**src/logic/csm_pkg.sv**
```systemverilog
package csm_pkg;
  typedef enum logic [1:0] {
    CSM_OP_SINGLE,
    CSM_OP_TX,
    CSM_OP_RX,
    CSM_OP_TXRX
  } csm_op_t;

  typedef struct packed {
    csm_op_t op;
    logic slave;
    logic [7:0] command;
    logic [5:0] count;
  } csm_req_t;

  localparam int CSM_CLK_MHZ = 100;
  localparam int CSM_TIMEOUT_US = 10;
  localparam int CSM_TIMEOUT_CYC = CSM_TIMEOUT_US * CSM_CLK_MHZ;
  localparam int CSM_BIT_NS = 1000;
  localparam int CSM_HALF_CYC = CSM_BIT_NS / 2 / (1000 / CSM_CLK_MHZ);
  localparam int CSM_DATA_BITS = 8;
  localparam logic [1:0] CSM_SEL_IDLE = 2'h3;
endpackage : csm_pkg

```
**src/logic/csm_buf2.sv**
```systemverilog
`timescale 1ns/1ns
module csm_buf2 #(
  parameter int WIDTH = 8,
  parameter int DEPTH = 2
) (
  input wire logic ref_clk_in,
  input wire logic rstn_in,
  input wire logic in_valid_in,
  output logic in_ready_out,
  input wire logic [WIDTH-1:0] in_data_in,
  output logic out_valid_out,
  input wire logic out_ready_in,
  output logic [WIDTH-1:0] out_data_out
);
  localparam int AW = (DEPTH > 1) ? $clog2(DEPTH) : 1;
  logic [WIDTH-1:0] mem_r [DEPTH];
  logic [AW:0] cnt_r, cnt_nxt;
  logic [AW-1:0] wp_r, wp_nxt, rp_r, rp_nxt;
  logic push, pop;

  function automatic logic [AW-1:0] inc(input logic [AW-1:0] p);
    inc = (p == AW'(DEPTH - 1)) ? '0 : p + 1'b1;
  endfunction : inc

  always_comb begin
    push = in_valid_in && (cnt_r != (AW+1)'(DEPTH));
    pop = out_ready_in && (cnt_r != '0);
    wp_nxt = push ? inc(wp_r) : wp_r;
    rp_nxt = pop ? inc(rp_r) : rp_r;
    cnt_nxt = cnt_r + (push ? (AW+1)'(1) : '0) - (pop ? (AW+1)'(1) : '0);
  end

  always_ff @(posedge ref_clk_in) begin
    if (!rstn_in) begin
      cnt_r <= '0;
      wp_r <= '0;
      rp_r <= '0;
      in_ready_out <= 1'b0;
      out_valid_out <= 1'b0;
      out_data_out <= '0;
    end else begin
      cnt_r <= cnt_nxt;
      wp_r <= wp_nxt;
      rp_r <= rp_nxt;
      in_ready_out <= (cnt_nxt != (AW+1)'(DEPTH));
      out_valid_out <= (cnt_nxt != '0);
      out_data_out <= (pop || cnt_r == '0) && push && cnt_nxt == (AW+1)'(1) ? in_data_in :
                      mem_r[rp_nxt];
    end
    if (push) begin
      mem_r[wp_r] <= in_data_in;
    end
  end
endmodule : csm_buf2

```
**src/logic/csm_master.sv**
```systemverilog
`timescale 1ns/1ns
module csm_master #(
  parameter int TIMEOUT_CYC = csm_pkg::CSM_TIMEOUT_CYC,
  parameter int HALF_CYC = csm_pkg::CSM_HALF_CYC
) (
  input wire logic ref_clk_in,
  input wire logic rstn_in,
  input wire logic req_valid_in,
  input wire csm_pkg::csm_req_t req_in,
  output logic req_ready_out,
  input wire logic tx_valid_in,
  input wire logic [7:0] tx_data_in,
  output logic tx_ready_out,
  output logic rx_valid_out,
  output logic [7:0] rx_data_out,
  input wire logic rx_ready_in,
  output logic done_out,
  output logic timeout_out,
  output logic [1:0] sel_n_out,
  output logic sck_out,
  output logic sdo_out,
  input wire logic sdi_in,
  input wire logic busy_in
);
  typedef enum logic [2:0] {
    CSM_IDLE,
    CSM_WAIT_CMD,
    CSM_SHIFT,
    CSM_WAIT_DATA,
    CSM_LOAD,
    CSM_STALL,
    CSM_END
  } csm_state_t;

  csm_state_t st_r, st_nxt;
  csm_pkg::csm_req_t req_r, req_nxt;
  logic [1:0] sel_n_r, sel_n_nxt;
  logic sck_r, sck_nxt, sdo_r, sdo_nxt, cmd_r, cmd_nxt;
  logic [7:0] sh_r, sh_nxt, rxw_r, rxw_nxt;
  logic [2:0] bit_r, bit_nxt;
  logic [5:0] left_r, left_nxt;
  logic [15:0] tmr_r, tmr_nxt;
  logic [15:0] half_r, half_nxt;
  logic done_nxt, tmo_nxt;
  logic rxv_nxt, tx_take;
  logic [1:0] busy_s_r, sdi_s_r;
  logic buf_ready;

  // Inbound pins pass two flops before any use
  always_ff @(posedge ref_clk_in) begin
    if (!rstn_in) begin
      busy_s_r <= 2'h3;
      sdi_s_r <= 2'h0;
    end else begin
      busy_s_r <= {busy_s_r[0], busy_in};
      sdi_s_r <= {sdi_s_r[0], sdi_in};
    end
  end

  function automatic logic op_tx(input csm_pkg::csm_op_t o);
    op_tx = (o != csm_pkg::CSM_OP_RX);
  endfunction : op_tx

  function automatic logic last_char(input logic [5:0] n);
    last_char = (n == 6'h01);
  endfunction : last_char

  csm_buf2 #(.WIDTH(8), .DEPTH(2)) u_rxbuf (
    .ref_clk_in(ref_clk_in),
    .rstn_in(rstn_in),
    .in_valid_in(rxv_nxt),
    .in_ready_out(buf_ready),
    .in_data_in(rxw_r),
    .out_valid_out(rx_valid_out),
    .out_ready_in(rx_ready_in),
    .out_data_out(rx_data_out)
  );

  always_comb begin
    st_nxt = st_r;
    req_nxt = req_r;
    sel_n_nxt = sel_n_r;
    sck_nxt = sck_r;
    sdo_nxt = sdo_r;
    cmd_nxt = cmd_r;
    sh_nxt = sh_r;
    rxw_nxt = rxw_r;
    bit_nxt = bit_r;
    left_nxt = left_r;
    tmr_nxt = tmr_r;
    half_nxt = half_r;
    done_nxt = 1'b0;
    tmo_nxt = 1'b0;
    rxv_nxt = 1'b0;
    tx_take = 1'b0;
    unique case (st_r)
      CSM_IDLE: begin
        if (req_valid_in) begin
          req_nxt = req_in;
          sel_n_nxt = req_in.slave ? 2'h1 : 2'h2;
          tmr_nxt = '0;
          cmd_nxt = 1'b1;
          sh_nxt = req_in.command;
          left_nxt = (req_in.op == csm_pkg::CSM_OP_SINGLE || req_in.count == '0) ? 6'h01 : req_in.count;
          st_nxt = CSM_WAIT_CMD;
        end
      end
      CSM_WAIT_CMD, CSM_WAIT_DATA: begin
        tmr_nxt = tmr_r + 16'h0001;
        if (!busy_s_r[1]) begin
          tmr_nxt = '0;
          st_nxt = (st_r == CSM_WAIT_CMD) ? CSM_SHIFT : CSM_LOAD;
          sdo_nxt = sh_r[7];
          bit_nxt = '0;
          half_nxt = '0;
        end else if (tmr_r >= 16'(TIMEOUT_CYC - 1)) begin
          tmo_nxt = 1'b1;
          st_nxt = CSM_END;
        end
      end
      CSM_LOAD: begin
        // Receive-only characters shift out all ones
        if (!op_tx(req_r.op)) begin
          sh_nxt = 8'hFF;
          sdo_nxt = 1'b1;
          bit_nxt = '0;
          half_nxt = '0;
          st_nxt = CSM_SHIFT;
        end else if (tx_valid_in) begin
          tx_take = 1'b1;
          sh_nxt = tx_data_in;
          sdo_nxt = tx_data_in[7];
          bit_nxt = '0;
          half_nxt = '0;
          st_nxt = CSM_SHIFT;
        end
      end
      CSM_SHIFT: begin
        half_nxt = half_r + 16'h0001;
        if (half_r >= 16'(HALF_CYC - 1)) begin
          half_nxt = '0;
          sck_nxt = ~sck_r;
          if (!sck_r) begin
            rxw_nxt = {rxw_r[6:0], sdi_s_r[1]};
          end else begin
            sh_nxt = {sh_r[6:0], 1'b0};
            sdo_nxt = sh_r[6];
            bit_nxt = bit_r + 3'h1;
            if (bit_r == 3'(csm_pkg::CSM_DATA_BITS - 1)) begin
              sdo_nxt = 1'b1;
              if (cmd_r) begin
                cmd_nxt = 1'b0;
                st_nxt = CSM_WAIT_DATA;
              end else if (req_r.op != csm_pkg::CSM_OP_TX) begin
                st_nxt = CSM_STALL;
              end else begin
                left_nxt = left_r - 6'h01;
                st_nxt = last_char(left_r) ? CSM_END : CSM_LOAD;
                done_nxt = last_char(left_r);
              end
            end
          end
        end
      end
      CSM_STALL: begin
        // Clock stays still while the receive buffer is full
        if (buf_ready) begin
          rxv_nxt = 1'b1;
          left_nxt = left_r - 6'h01;
          st_nxt = last_char(left_r) ? CSM_END : CSM_LOAD;
          done_nxt = last_char(left_r);
        end
      end
      CSM_END: begin
        sel_n_nxt = csm_pkg::CSM_SEL_IDLE;
        st_nxt = CSM_IDLE;
      end
      default: st_nxt = CSM_IDLE;
    endcase
  end

  always_ff @(posedge ref_clk_in) begin
    if (!rstn_in) begin
      st_r <= CSM_IDLE;
      req_r <= '0;
      sel_n_r <= csm_pkg::CSM_SEL_IDLE;
      sck_r <= 1'b0;
      sdo_r <= 1'b1;
      cmd_r <= 1'b0;
      sh_r <= '0;
      rxw_r <= '0;
      bit_r <= '0;
      left_r <= '0;
      tmr_r <= '0;
      half_r <= '0;
      done_out <= 1'b0;
      timeout_out <= 1'b0;
      req_ready_out <= 1'b0;
      tx_ready_out <= 1'b0;
    end else begin
      st_r <= st_nxt;
      req_r <= req_nxt;
      sel_n_r <= sel_n_nxt;
      sck_r <= sck_nxt;
      sdo_r <= sdo_nxt;
      cmd_r <= cmd_nxt;
      sh_r <= sh_nxt;
      rxw_r <= rxw_nxt;
      bit_r <= bit_nxt;
      left_r <= left_nxt;
      tmr_r <= tmr_nxt;
      half_r <= half_nxt;
      done_out <= done_nxt;
      timeout_out <= tmo_nxt;
      req_ready_out <= (st_nxt == CSM_IDLE);
      tx_ready_out <= (st_nxt == CSM_LOAD) && op_tx(req_nxt.op) && !tx_take;
    end
  end

  assign sel_n_out = sel_n_r;
  assign sck_out = sck_r;
  assign sdo_out = sdo_r;
endmodule : csm_master

```
**config.mk**
```make
export PLATFORM = sky130hd
export DESIGN_NAME = csm_master
export DESIGN_NICKNAME = d
export VERILOG_FILES = /design/src/logic/csm_pkg.sv /design/src/logic/csm_buf2.sv /design/src/logic/csm_master.sv
export SDC_FILE = /design/constraint.sdc
export NUM_CORES = 1
export LEC_CHECK = 0
export BUFFER_PORTS_ARGS = -buffer_cell sky130_fd_sc_hd__buf_2
export CAP_MARGIN = 15
export CORE_MARGIN = 4
export CORE_UTILIZATION = 50
export CTS_BUF_LIST = sky130_fd_sc_hd__clkbuf_16
export DETAILED_ROUTE_END_ITERATION = 10
export MAX_ROUTING_LAYER = met4
export PLACE_DENSITY = 0.69
export RECOVER_POWER = 50
export SYNTH_ARGS = -nofsm -noshare
export SYNTH_HDL_FRONTEND = slang
export SYNTH_SLANG_ARGS = --single-unit
```
**constraint.sdc**
```tcl
create_clock -name ref_clk_in -period 2.6 [get_ports ref_clk_in]
set_input_delay 0.52 -clock ref_clk_in [delete_from_list [all_inputs] [get_ports ref_clk_in]]
set_output_delay 0.52 -clock ref_clk_in [all_outputs]
set_load 0.02 [all_outputs]
```
==> out/results.env, run 1 <==
RUN_STATUS='complete, no violations'
GLOBALROUTETOTALUTIL_PCT=20.29
STATIC-LEAKAGE-POWER_nW=2.071
LAYOUT-DRIVE-GT1-SHARE_PCT=13.51
DESIGN.FINAL.NETS=629
SYNTH_ENABLE_FLOP_CELLS=16
FINAL_SKEW_NS=0.008517
NUM_VIAS=4099
GRT_MAX_DEGREE=34
WORST_SETUP_PATH_STARTPOINT='half_r[0]'
DRT_WL_TOTAL_UM=10960
SYNTH.LIB_CELLS_USED.DISTINCT=66
CORE.ROWCOUNT=35
CP-ENDPOINT='bit_r[1]'
IO_BUFFERS=48
CRITICAL_PATH.STARTPOINT_TYPE='flop'
REGTOREGSETUPSLACK_NS=0.20
HOLD_PATH_CLASS='input port to flop'
SYN_TO_FINAL_GROWTH_PCT=15.84
FINALSETUPVIOLATIONS=0
MAX-CLOCK-PATH-BUFFERS=2
CTS_MADE_BUFFERS=9
CLOCK-SINKS=105
CLK-INSERTION-DELAY-LATE_NS=0.35
DIE_AREA_UM2=11250
GRT_PASS1_WL_UM=18150
DIODES_INSERTED=0
FIRST_GLOBAL_VIAS=3867
SEQUENTIAL_CELL_AREA_UM2=2262
LAYOUT_MIN_CYCLE_TIME_NS=2.398
MIN_DELAY_PATH_DEPTH=2
DRC=0
YS.FLOP_TYPE='sky130_fd_sc_hd__dfxtp_1'
DIE-HEIGHT_UM=106.1
MULTIINPUTGATEAREA_UM2=2405
POSTCTSSETUPBUFFERS=0
MAX_CAP_VIOL_COUNT=0
SLEW_HEADROOM_PCT=10.75
LAYOUT_WORST_PATH_CYCLE_SHARE_PCT=92.22
CRITPATHCAPTURETYPE='flop'
ROUTED_WIRE_LENGTH_PER_INSTANCE_UM=15.19
FLOORPLAN.INITIALDENSITY_PCT=51.81
VDD_DROP_MAX_mV=0.3792
TIMING.CRITICAL_PATH.ARRIVAL_NS=2.61
DETAIL_ROUTE.VIAS_PER_CELL=5.685
NUMBER_OF_TOP_LEVEL_PINS=49
WORST_R2R_SRC='half_r[0]'
GRT_ANTENNA_BEFORE_REPAIR=0
SYNTHESIS.NETS=570
RR_ENDPOINT='bit_r[1]'
FINAL-HOLD-VIOLATION-COUNT=0
FINALSETUPTNS_NS=0
DP.CELLS=705
TIMING.CRITICAL_PATH.FANOUT_MAX=7
DP.FINAL_HPWL_UM=8041
CLKSLEWWORSTSETUPHOLDPATHS_NS=0.08
CTS-ROOT-BUF='sky130_fd_sc_hd__clkbuf_16'
YS_SEQ_ELEMENTS=105
REGISTER_TO_REGISTER_PATH_DEPTH=8
CLOCK_TREE_FROM_TRITONCTS='yes'
OVERFLOW=0
PLACEDINSTANCEAREA_UM2=5295
CTSHTREEMAXLEVEL=3
FIN_HOLD_WS_NS=0.3561
NETLIST_INSTANCES=528
CELLPOWERDENSITY_nW_PER_UM2=702.8
LAYOUTNONFILLERINSTCOUNT=721
POSTCTSHOLDBUFS=0
WORST-ENDPOINT-REQUIRED_NS=2.82
CORE_UM2=9284
GP_CONGESTION=0.9115
MAPPEDNETLISTAREA_UM2=4810
FILLERINSTANCES=834
YOSYSSEQAREASHARE_PCT=47.03
SYNTHESIS.YOSYS.WARNINGS=0
FINAL_ANTENNA_NET_COUNT=0
POST_ROUTE_CELL_AREA_UM2=5572
DRT_ITER0_DRC=209
ASYNC_RESET_FF_SHARE_PCT=0
DRV_SLEW=0
MAX_CLOCK_FREQ_GHz=0.4171
DETAILEDROUTE.FIRSTPASSITERATIONCOUNT=4
CHIPWIDTH_UM=106.1
WORST_SLEW_PIN_SLEW_NS=1.320
RSZ0062_AT_GRT='no'
WORST-SETUP-PATH-TYPE='flop to flop'
POST_SYNTH.CELL_AREA_AVG_UM2=9.109
==> worst max-delay path: stages (launching register included) <==
cell                        delay (ns)
sky130_fd_sc_hd__dfxtp_1          0.36
sky130_fd_sc_hd__ha_1             0.22
sky130_fd_sc_hd__or4b_4           0.49
sky130_fd_sc_hd__a2111oi_4        0.35
sky130_fd_sc_hd__buf_4            0.21
sky130_fd_sc_hd__and3_1           0.27
sky130_fd_sc_hd__buf_4            0.16
sky130_fd_sc_hd__nor3_2           0.07
sky130_fd_sc_hd__mux2i_1          0.14
==> cells by family (layout without fill, tap and decap cells) <==
| family | Yosys count | count (layout) | share of synthesized area, % |
|---|---|---|---|
| AOI/OAI and AO/OA | 127 | 127 | 18.05 |
| xor gates and xnor gates | 17 | 17 | 3.252 |
| adders and majority gates | 10 | 10 | 2.601 |
| buffers and inverters | 38 | 102 | 3.174 |
| DFF | 105 | 105 | 47.03 |
| muxes | 14 | 14 | 2.914 |
| and+or+nand+nor | 217 | 217 | 22.97 |
==> power breakdown <==
group / total, W / switching (W) / leakage (nW) / internal, W
clock network: 0.00136 / 0.000666 / 0.150 / 0.000690
logic: 0.000741 / 0.000438 / 1.08 / 0.000303
registers: 0.00182 / 0.0000746 / 0.839 / 0.00174
==> synth_stat cells, drive strengths merged, types with 12 or more instances <==
master	number	share of area [%]
nand3	35	3.6
edfxtp	16	10
dfxtp	89	37
clkbuf	19	1.5
nor3	12	1.5
o21ai	26	2.8
nand2	35	2.7
a21oi	33	3.5
mux2i	14	2.9
inv	12	0.94
xnor2	12	2.3
a211oi	20	3.1
nor2	69	5.4
==> worst min-delay path by stage <==
stage           startpoint           to
2_1_floorplan  busy_s_r[0]  busy_s_r[1]
3_3_place_gp   busy_s_r[0]  busy_s_r[1]
3_5_place_dp   busy_s_r[0]  busy_s_r[1]
4_1_cts            busy_in  busy_s_r[0]
5_1_grt            busy_in  busy_s_r[0]
6_report           busy_in  busy_s_r[0]
==> sequential cells by signal, indices dropped and copies added (netlist names), 2 cells and up <==
name,cells
busy_s_r,2
sh_r,8
st_r,3
u_rxbuf.out_data_out,8
half_r,16
req_r,2
sel_n_out,2
rxw_r,8
bit_r,3
tmr_r,16
u_rxbuf.cnt_r,2
left_r,6
u_rxbuf.mem_r,16
sdi_s_r,2
==> per-stage QoR <==
| stage | util (%) | total power (W) | setup WS [ns] |
|---|---|---|---|
| floorplan | - | 0.002394 | 0.2160 |
| global placement | 57.04 | 0.002577 | 0.2468 |
| detailed placement | 57.04 | 0.002604 | 0.1235 |
| CTS | 60.34 | 0.003959 | 0.09846 |
| global route | 60.01 | 0.004121 | 0.04635 |
| finish | 60.01 | 0.003916 | 0.2023 |
==> cells in the final DEF, fill, tap and decap left out, types with 6 or more instances in the layout <==
| cell type | netlist | routed |
|---|---|---|
| sky130_fd_sc_hd__dfxtp_1 | 89 | 89 |
| sky130_fd_sc_hd__nor2_1 | 69 | 69 |
| sky130_fd_sc_hd__nand2_1 | 35 | 35 |
| sky130_fd_sc_hd__nand3_1 | 35 | 35 |
| sky130_fd_sc_hd__a21oi_1 | 32 | 31 |
| sky130_fd_sc_hd__buf_2 | 2 | 30 |
| sky130_fd_sc_hd__clkbuf_1 | 19 | 22 |
| sky130_fd_sc_hd__a211oi_1 | 20 | 20 |
| sky130_fd_sc_hd__buf_4 | 2 | 20 |
| sky130_fd_sc_hd__edfxtp_1 | 16 | 16 |
| sky130_fd_sc_hd__o21ai_0 | 14 | 14 |
| sky130_fd_sc_hd__mux2i_1 | 14 | 14 |
| sky130_fd_sc_hd__inv_1 | 12 | 12 |
| sky130_fd_sc_hd__o21ai_1 | 11 | 11 |
| sky130_fd_sc_hd__xnor2_1 | 11 | 11 |
| sky130_fd_sc_hd__nor3_1 | 10 | 10 |
| sky130_fd_sc_hd__a31oi_1 | 10 | 10 |
| sky130_fd_sc_hd__ha_1 | 10 | 10 |
| sky130_fd_sc_hd__nand2b_1 | 9 | 9 |
| sky130_fd_sc_hd__clkbuf_16 | 0 | 9 |
| sky130_fd_sc_hd__nand4_1 | 7 | 7 |
| sky130_fd_sc_hd__and3_1 | 6 | 6 |
| sky130_fd_sc_hd__or3_1 | 6 | 6 |
| sky130_fd_sc_hd__a221oi_1 | 6 | 6 |
==> layer usage <==
metal	wire length (um)	GRT usage (%)	part of all wire, %	vias to the layer above
met5	0	-	0	-
met1	4909	24.63	45	1950
met2	5410	34.06	49	77
met4	227	7.123	2.1	0
li1	-	-	-	2053
met3	409	3.704	3.7	19
==> area by class of cell <==
class	instances	area share (%)
clock buffers	9	4.042
clock inverters	7	1.460
inverters	13	0.8758
multi-input cells	385	43.16
flip-flops and latches	105	40.60
well taps	129	2.897
repair buffers	73	6.962
==> repair_timing <==
item | 4_1_cts | 5_1_grt
gates resized for setup | 0 | 3
endpoints found under the hold margin | 0 | 0
setup endpoints to repair | 0 | 7
(Power assumes the default switching activity.)
==> inputs of run 2 (changes only) <==
--- a/config.mk
+++ b/config.mk
@@ -6,13 +6,16 @@
 export NUM_CORES = 1
 export LEC_CHECK = 0
 export BUFFER_PORTS_ARGS = -buffer_cell sky130_fd_sc_hd__buf_2
-export CAP_MARGIN = 15
+export CAP_MARGIN = 0
+export CELL_PAD_IN_SITES_DETAIL_PLACEMENT = 2
+export CELL_PAD_IN_SITES_GLOBAL_PLACEMENT = 2
 export CORE_MARGIN = 4
-export CORE_UTILIZATION = 50
+export CORE_UTILIZATION = 36
 export CTS_BUF_LIST = sky130_fd_sc_hd__clkbuf_16
 export DETAILED_ROUTE_END_ITERATION = 10
+export GPL_TIMING_DRIVEN = 0
 export MAX_ROUTING_LAYER = met4
-export PLACE_DENSITY = 0.69
+export PLACE_DENSITY_LB_ADDON = 0.1
 export RECOVER_POWER = 50
 export SYNTH_ARGS = -nofsm -noshare
 export SYNTH_HDL_FRONTEND = slang
==> run 2 against run 1 <==
Global-route usage is 1.4 points higher. Hold slack got worse by 0.011 ns. Fmax fell by 4.4%. Cell area grew 1.8%. Non-clock buffer count grew 5. Clock skew fell by 0.0014 ns. Sequential cell count unchanged. Final cell count increased by 6.7%. Register-to-register slack worse by 0.11 ns. Sequential share of layout area down 0.65 points. Clock power fell by 3%.
==> out/results.env, run 2 (synthesis gave the netlist of run 1 again) <==
RUN_STATUS='complete, no violations'
FIN_UTIL_PCT=44.24  # -16 points
FIRST_GLOBAL_VIAS=4564  # +18%
SLEW_HEADROOM_PCT=20.38  # +9.6 points
HOLD_PATH_CLASS='input port to flop'
MAX_CLOCK_FREQ_GHz=0.3989  # -4.4%
CRITPATHCAPTURETYPE='flop'
OVERFLOW=0  # unchanged
ROUTED_WIRE_LENGTH_PER_INSTANCE_UM=20.07  # +32%
CTS_MADE_BUFFERS=9  # unchanged
DRT_ITER0_DRC=246  # +18%
TIMING.FINAL.WS_SETUP_NS=0.09293  # -0.1094 ns
LAYOUT_WORST_PATH_CYCLE_SHARE_PCT=96.43  # +4.2 points
GRT_ANTENNA_BEFORE_REPAIR=0  # unchanged
VDD_DROP_MAX_mV=0.3793  # about the same
PLACEMENT.SETUP.WORST_SLACK_NS=-0.5400  # -0.6635 ns
DIODES_INSERTED=0  # unchanged
BIGGESTREGSBYFLOPS='half_r x16, tmr_r x16, u_rxbuf.mem_r x16'
GP_CONGESTION=0.8173  # -10%
CORE.ROWCOUNT=41  # +17%
CTSHTREEMAXLEVEL=3  # unchanged
DETAIL_ROUTE.VIAS_PER_CELL=5.653  # -0.57%
CORE_UM2=12820  # +38%
FILLERINSTANCES=1424  # +71%
CLKSLEWWORSTSETUPHOLDPATHS_NS=0.07  # about the same
MAX_STAGE_DELAY_NS=0.50  # about the same
CLOCK_TREE_FROM_TRITONCTS='yes'
CHIPWIDTH_UM=123.6  # +17%
TIMING.CRITICAL_PATH.ARRIVAL_NS=2.76  # +0.15 ns
LAYOUT_MIN_CYCLE_TIME_NS=2.507  # +0.1094 ns
MAX-CLOCK-PATH-BUFFERS=2  # unchanged
CELLPOWERDENSITY_nW_PER_UM2=699.4  # -0.49%
NUM_VIAS=4347  # +6.1%
LAYOUT-DRIVE-GT1-SHARE_PCT=13.57  # +0.054 points
FINAL_SKEW_NS=0.007071  # -0.001447 ns
GRT_MAX_DEGREE=19  # -44%
STATIC-LEAKAGE-POWER_nW=2.047  # -1.1%
FINAL_ANTENNA_NET_COUNT=0  # unchanged
MOST-COMMON-LAYOUT-CELLS='87 x sky130_fd_sc_hd__dfxtp_1, 67 x sky130_fd_sc_hd__nor2_1, 35 x sky130_fd_sc_hd__nand2_1, 35 x sky130_fd_sc_hd__nand3_1, 33 x sky130_fd_sc_hd__clkbuf_1'
FINAL-HOLD-VIOLATION-COUNT=0  # unchanged
GLOBALROUTETOTALUTIL_PCT=21.65  # +1.4 points
DESIGN.FINAL.NETS=634  # +0.79%
RSZ0062_AT_GRT='yes'
CTS-ROOT-BUF='sky130_fd_sc_hd__clkbuf_16'
CRIT_PATH_TOP_DELAY_CELL='sky130_fd_sc_hd__or4b_4'
CRITICAL_PATH_CELL_SEQUENCE='inv_1, ha_1, or4b_4, a2111oi_4, buf_6, a311o_1, a21oi_1, o221a_1'
FLOORPLAN.INITIALDENSITY_PCT=37.50  # -14 points
WORST-SETUP-PATH-TYPE='flop to flop'
CLOCK-SINKS=105  # unchanged
WORST-ENDPOINT-REQUIRED_NS=2.85  # +0.03 ns
GRT_PASS1_WL_UM=24700  # +36%
DIE-HEIGHT_UM=123.6  # +17%
IO_BUFFERS=47  # -2.1%
WORST_SLEW_PIN_SLEW_NS=1.184  # -0.1357 ns
SYN_TO_FINAL_GROWTH_PCT=17.98
DRV_SLEW=0  # unchanged
MAX_CAP_VIOL_COUNT=0  # unchanged
DRC=0  # unchanged
DETAILEDROUTE.FIRSTPASSITERATIONCOUNT=5  # +1
NUMBER_OF_TOP_LEVEL_PINS=49  # unchanged
DP.FINAL_HPWL_UM=11150  # +39%
CRITICAL_PATH.STARTPOINT_TYPE='flop'
DIE_AREA_UM2=15270  # +36%
POSTCTSHOLDBUFS=0  # unchanged
DRT_WL_TOTAL_UM=15440  # +41%
CLK-INSERTION-DELAY-LATE_NS=0.36  # about the same
TIMING.CRITICAL_PATH.FANOUT_MAX=8  # +1
FINAL_COMMON_CELL='sky130_fd_sc_hd__dfxtp_1'
FINALSETUPVIOLATIONS=0  # unchanged
[run 2: cell types whose count changed in the layout (fill, tap and decap cells not counted), moves of 3 or more]
cell / delta
sky130_fd_sc_hd__clkbuf_1: +11
sky130_fd_sc_hd__inv_6: -3
sky130_fd_sc_hd__buf_6: +3
sky130_fd_sc_hd__buf_4: -12
[run 2: cell type report]
cell class              instances  area [um^2]  share of cell area (%)
clock buffers                   9        225.2                   3.969
plain buffers                  23        108.9                   1.918
inverters                      13        48.80                  0.8600
repair buffers                 55        277.8                   4.895
clock inverters                 7        55.05                  0.9702
well taps                     172        215.2                   3.793
flip-flops and latches        105         2267                   39.96
multi-input cells             385         2476                   43.64
[run 2: path summary, 6_finish.rpt]
check                 to       start  cells past startpoint  slack (ns)
max              sh_r[0]   half_r[1]                      8        0.09
min          busy_s_r[0]     busy_in                      2        0.34
max reg2reg      sh_r[0]   half_r[1]                      8        0.09
min reg2reg   sdi_s_r[1]  sdi_s_r[0]                      1        0.44
[run 2: layer usage]
layer  wire, um  up-vias  GRT usage (%)
li1           -     2061              -
met3        556       18          4.269
met1       6790     2191          26.32
met4        187        0          4.775
met2       7900       77          37.28
met5          0        -              -
[run 2: worst max-delay path, delay by kind of cell, from the launching register on]
| kind | cells | cell delay (ns) |
|---|---|---|
| AOI/OAI and AO/OA | 4 | 1.07 |
| adders and majority gates | 1 | 0.18 |
| buffers and inverters | 2 | 0.26 |
| DFF | 1 | 0.37 |
| and+or+nand+nor | 1 | 0.50 |
[run 2: what timing repair did]
item,in CTS,in global routing
gates resized for setup,9,20
setup endpoints to repair,49,35
pin swaps,2,5
setup buffers,2,6
[run 2: stage by stage]
stage	total power, W	std cells	area [um^2]	setup TNS (ns)	hold WS, ns
after floorplan	0.002394	528	4810	0	0.3863
after global placement	0.002603	747	5260	-5.895	0.4161
after detailed placement	0.002642	747	5266	-9.299	0.4285
after CTS	0.003981	764	5594	0	0.3430
after global routing	0.004177	769	5674	-0.4044	0.3407
final	0.003969	769	5674	0	0.3450
[run 2: report_power, final]
group	switching, W	internal (W)	leakage [nW]
sequential	0.0000865	0.00174	0.841
clock	0.000660	0.000660	0.137
combinational	0.000509	0.000309	1.07
total	0.00126	0.00271	2.05
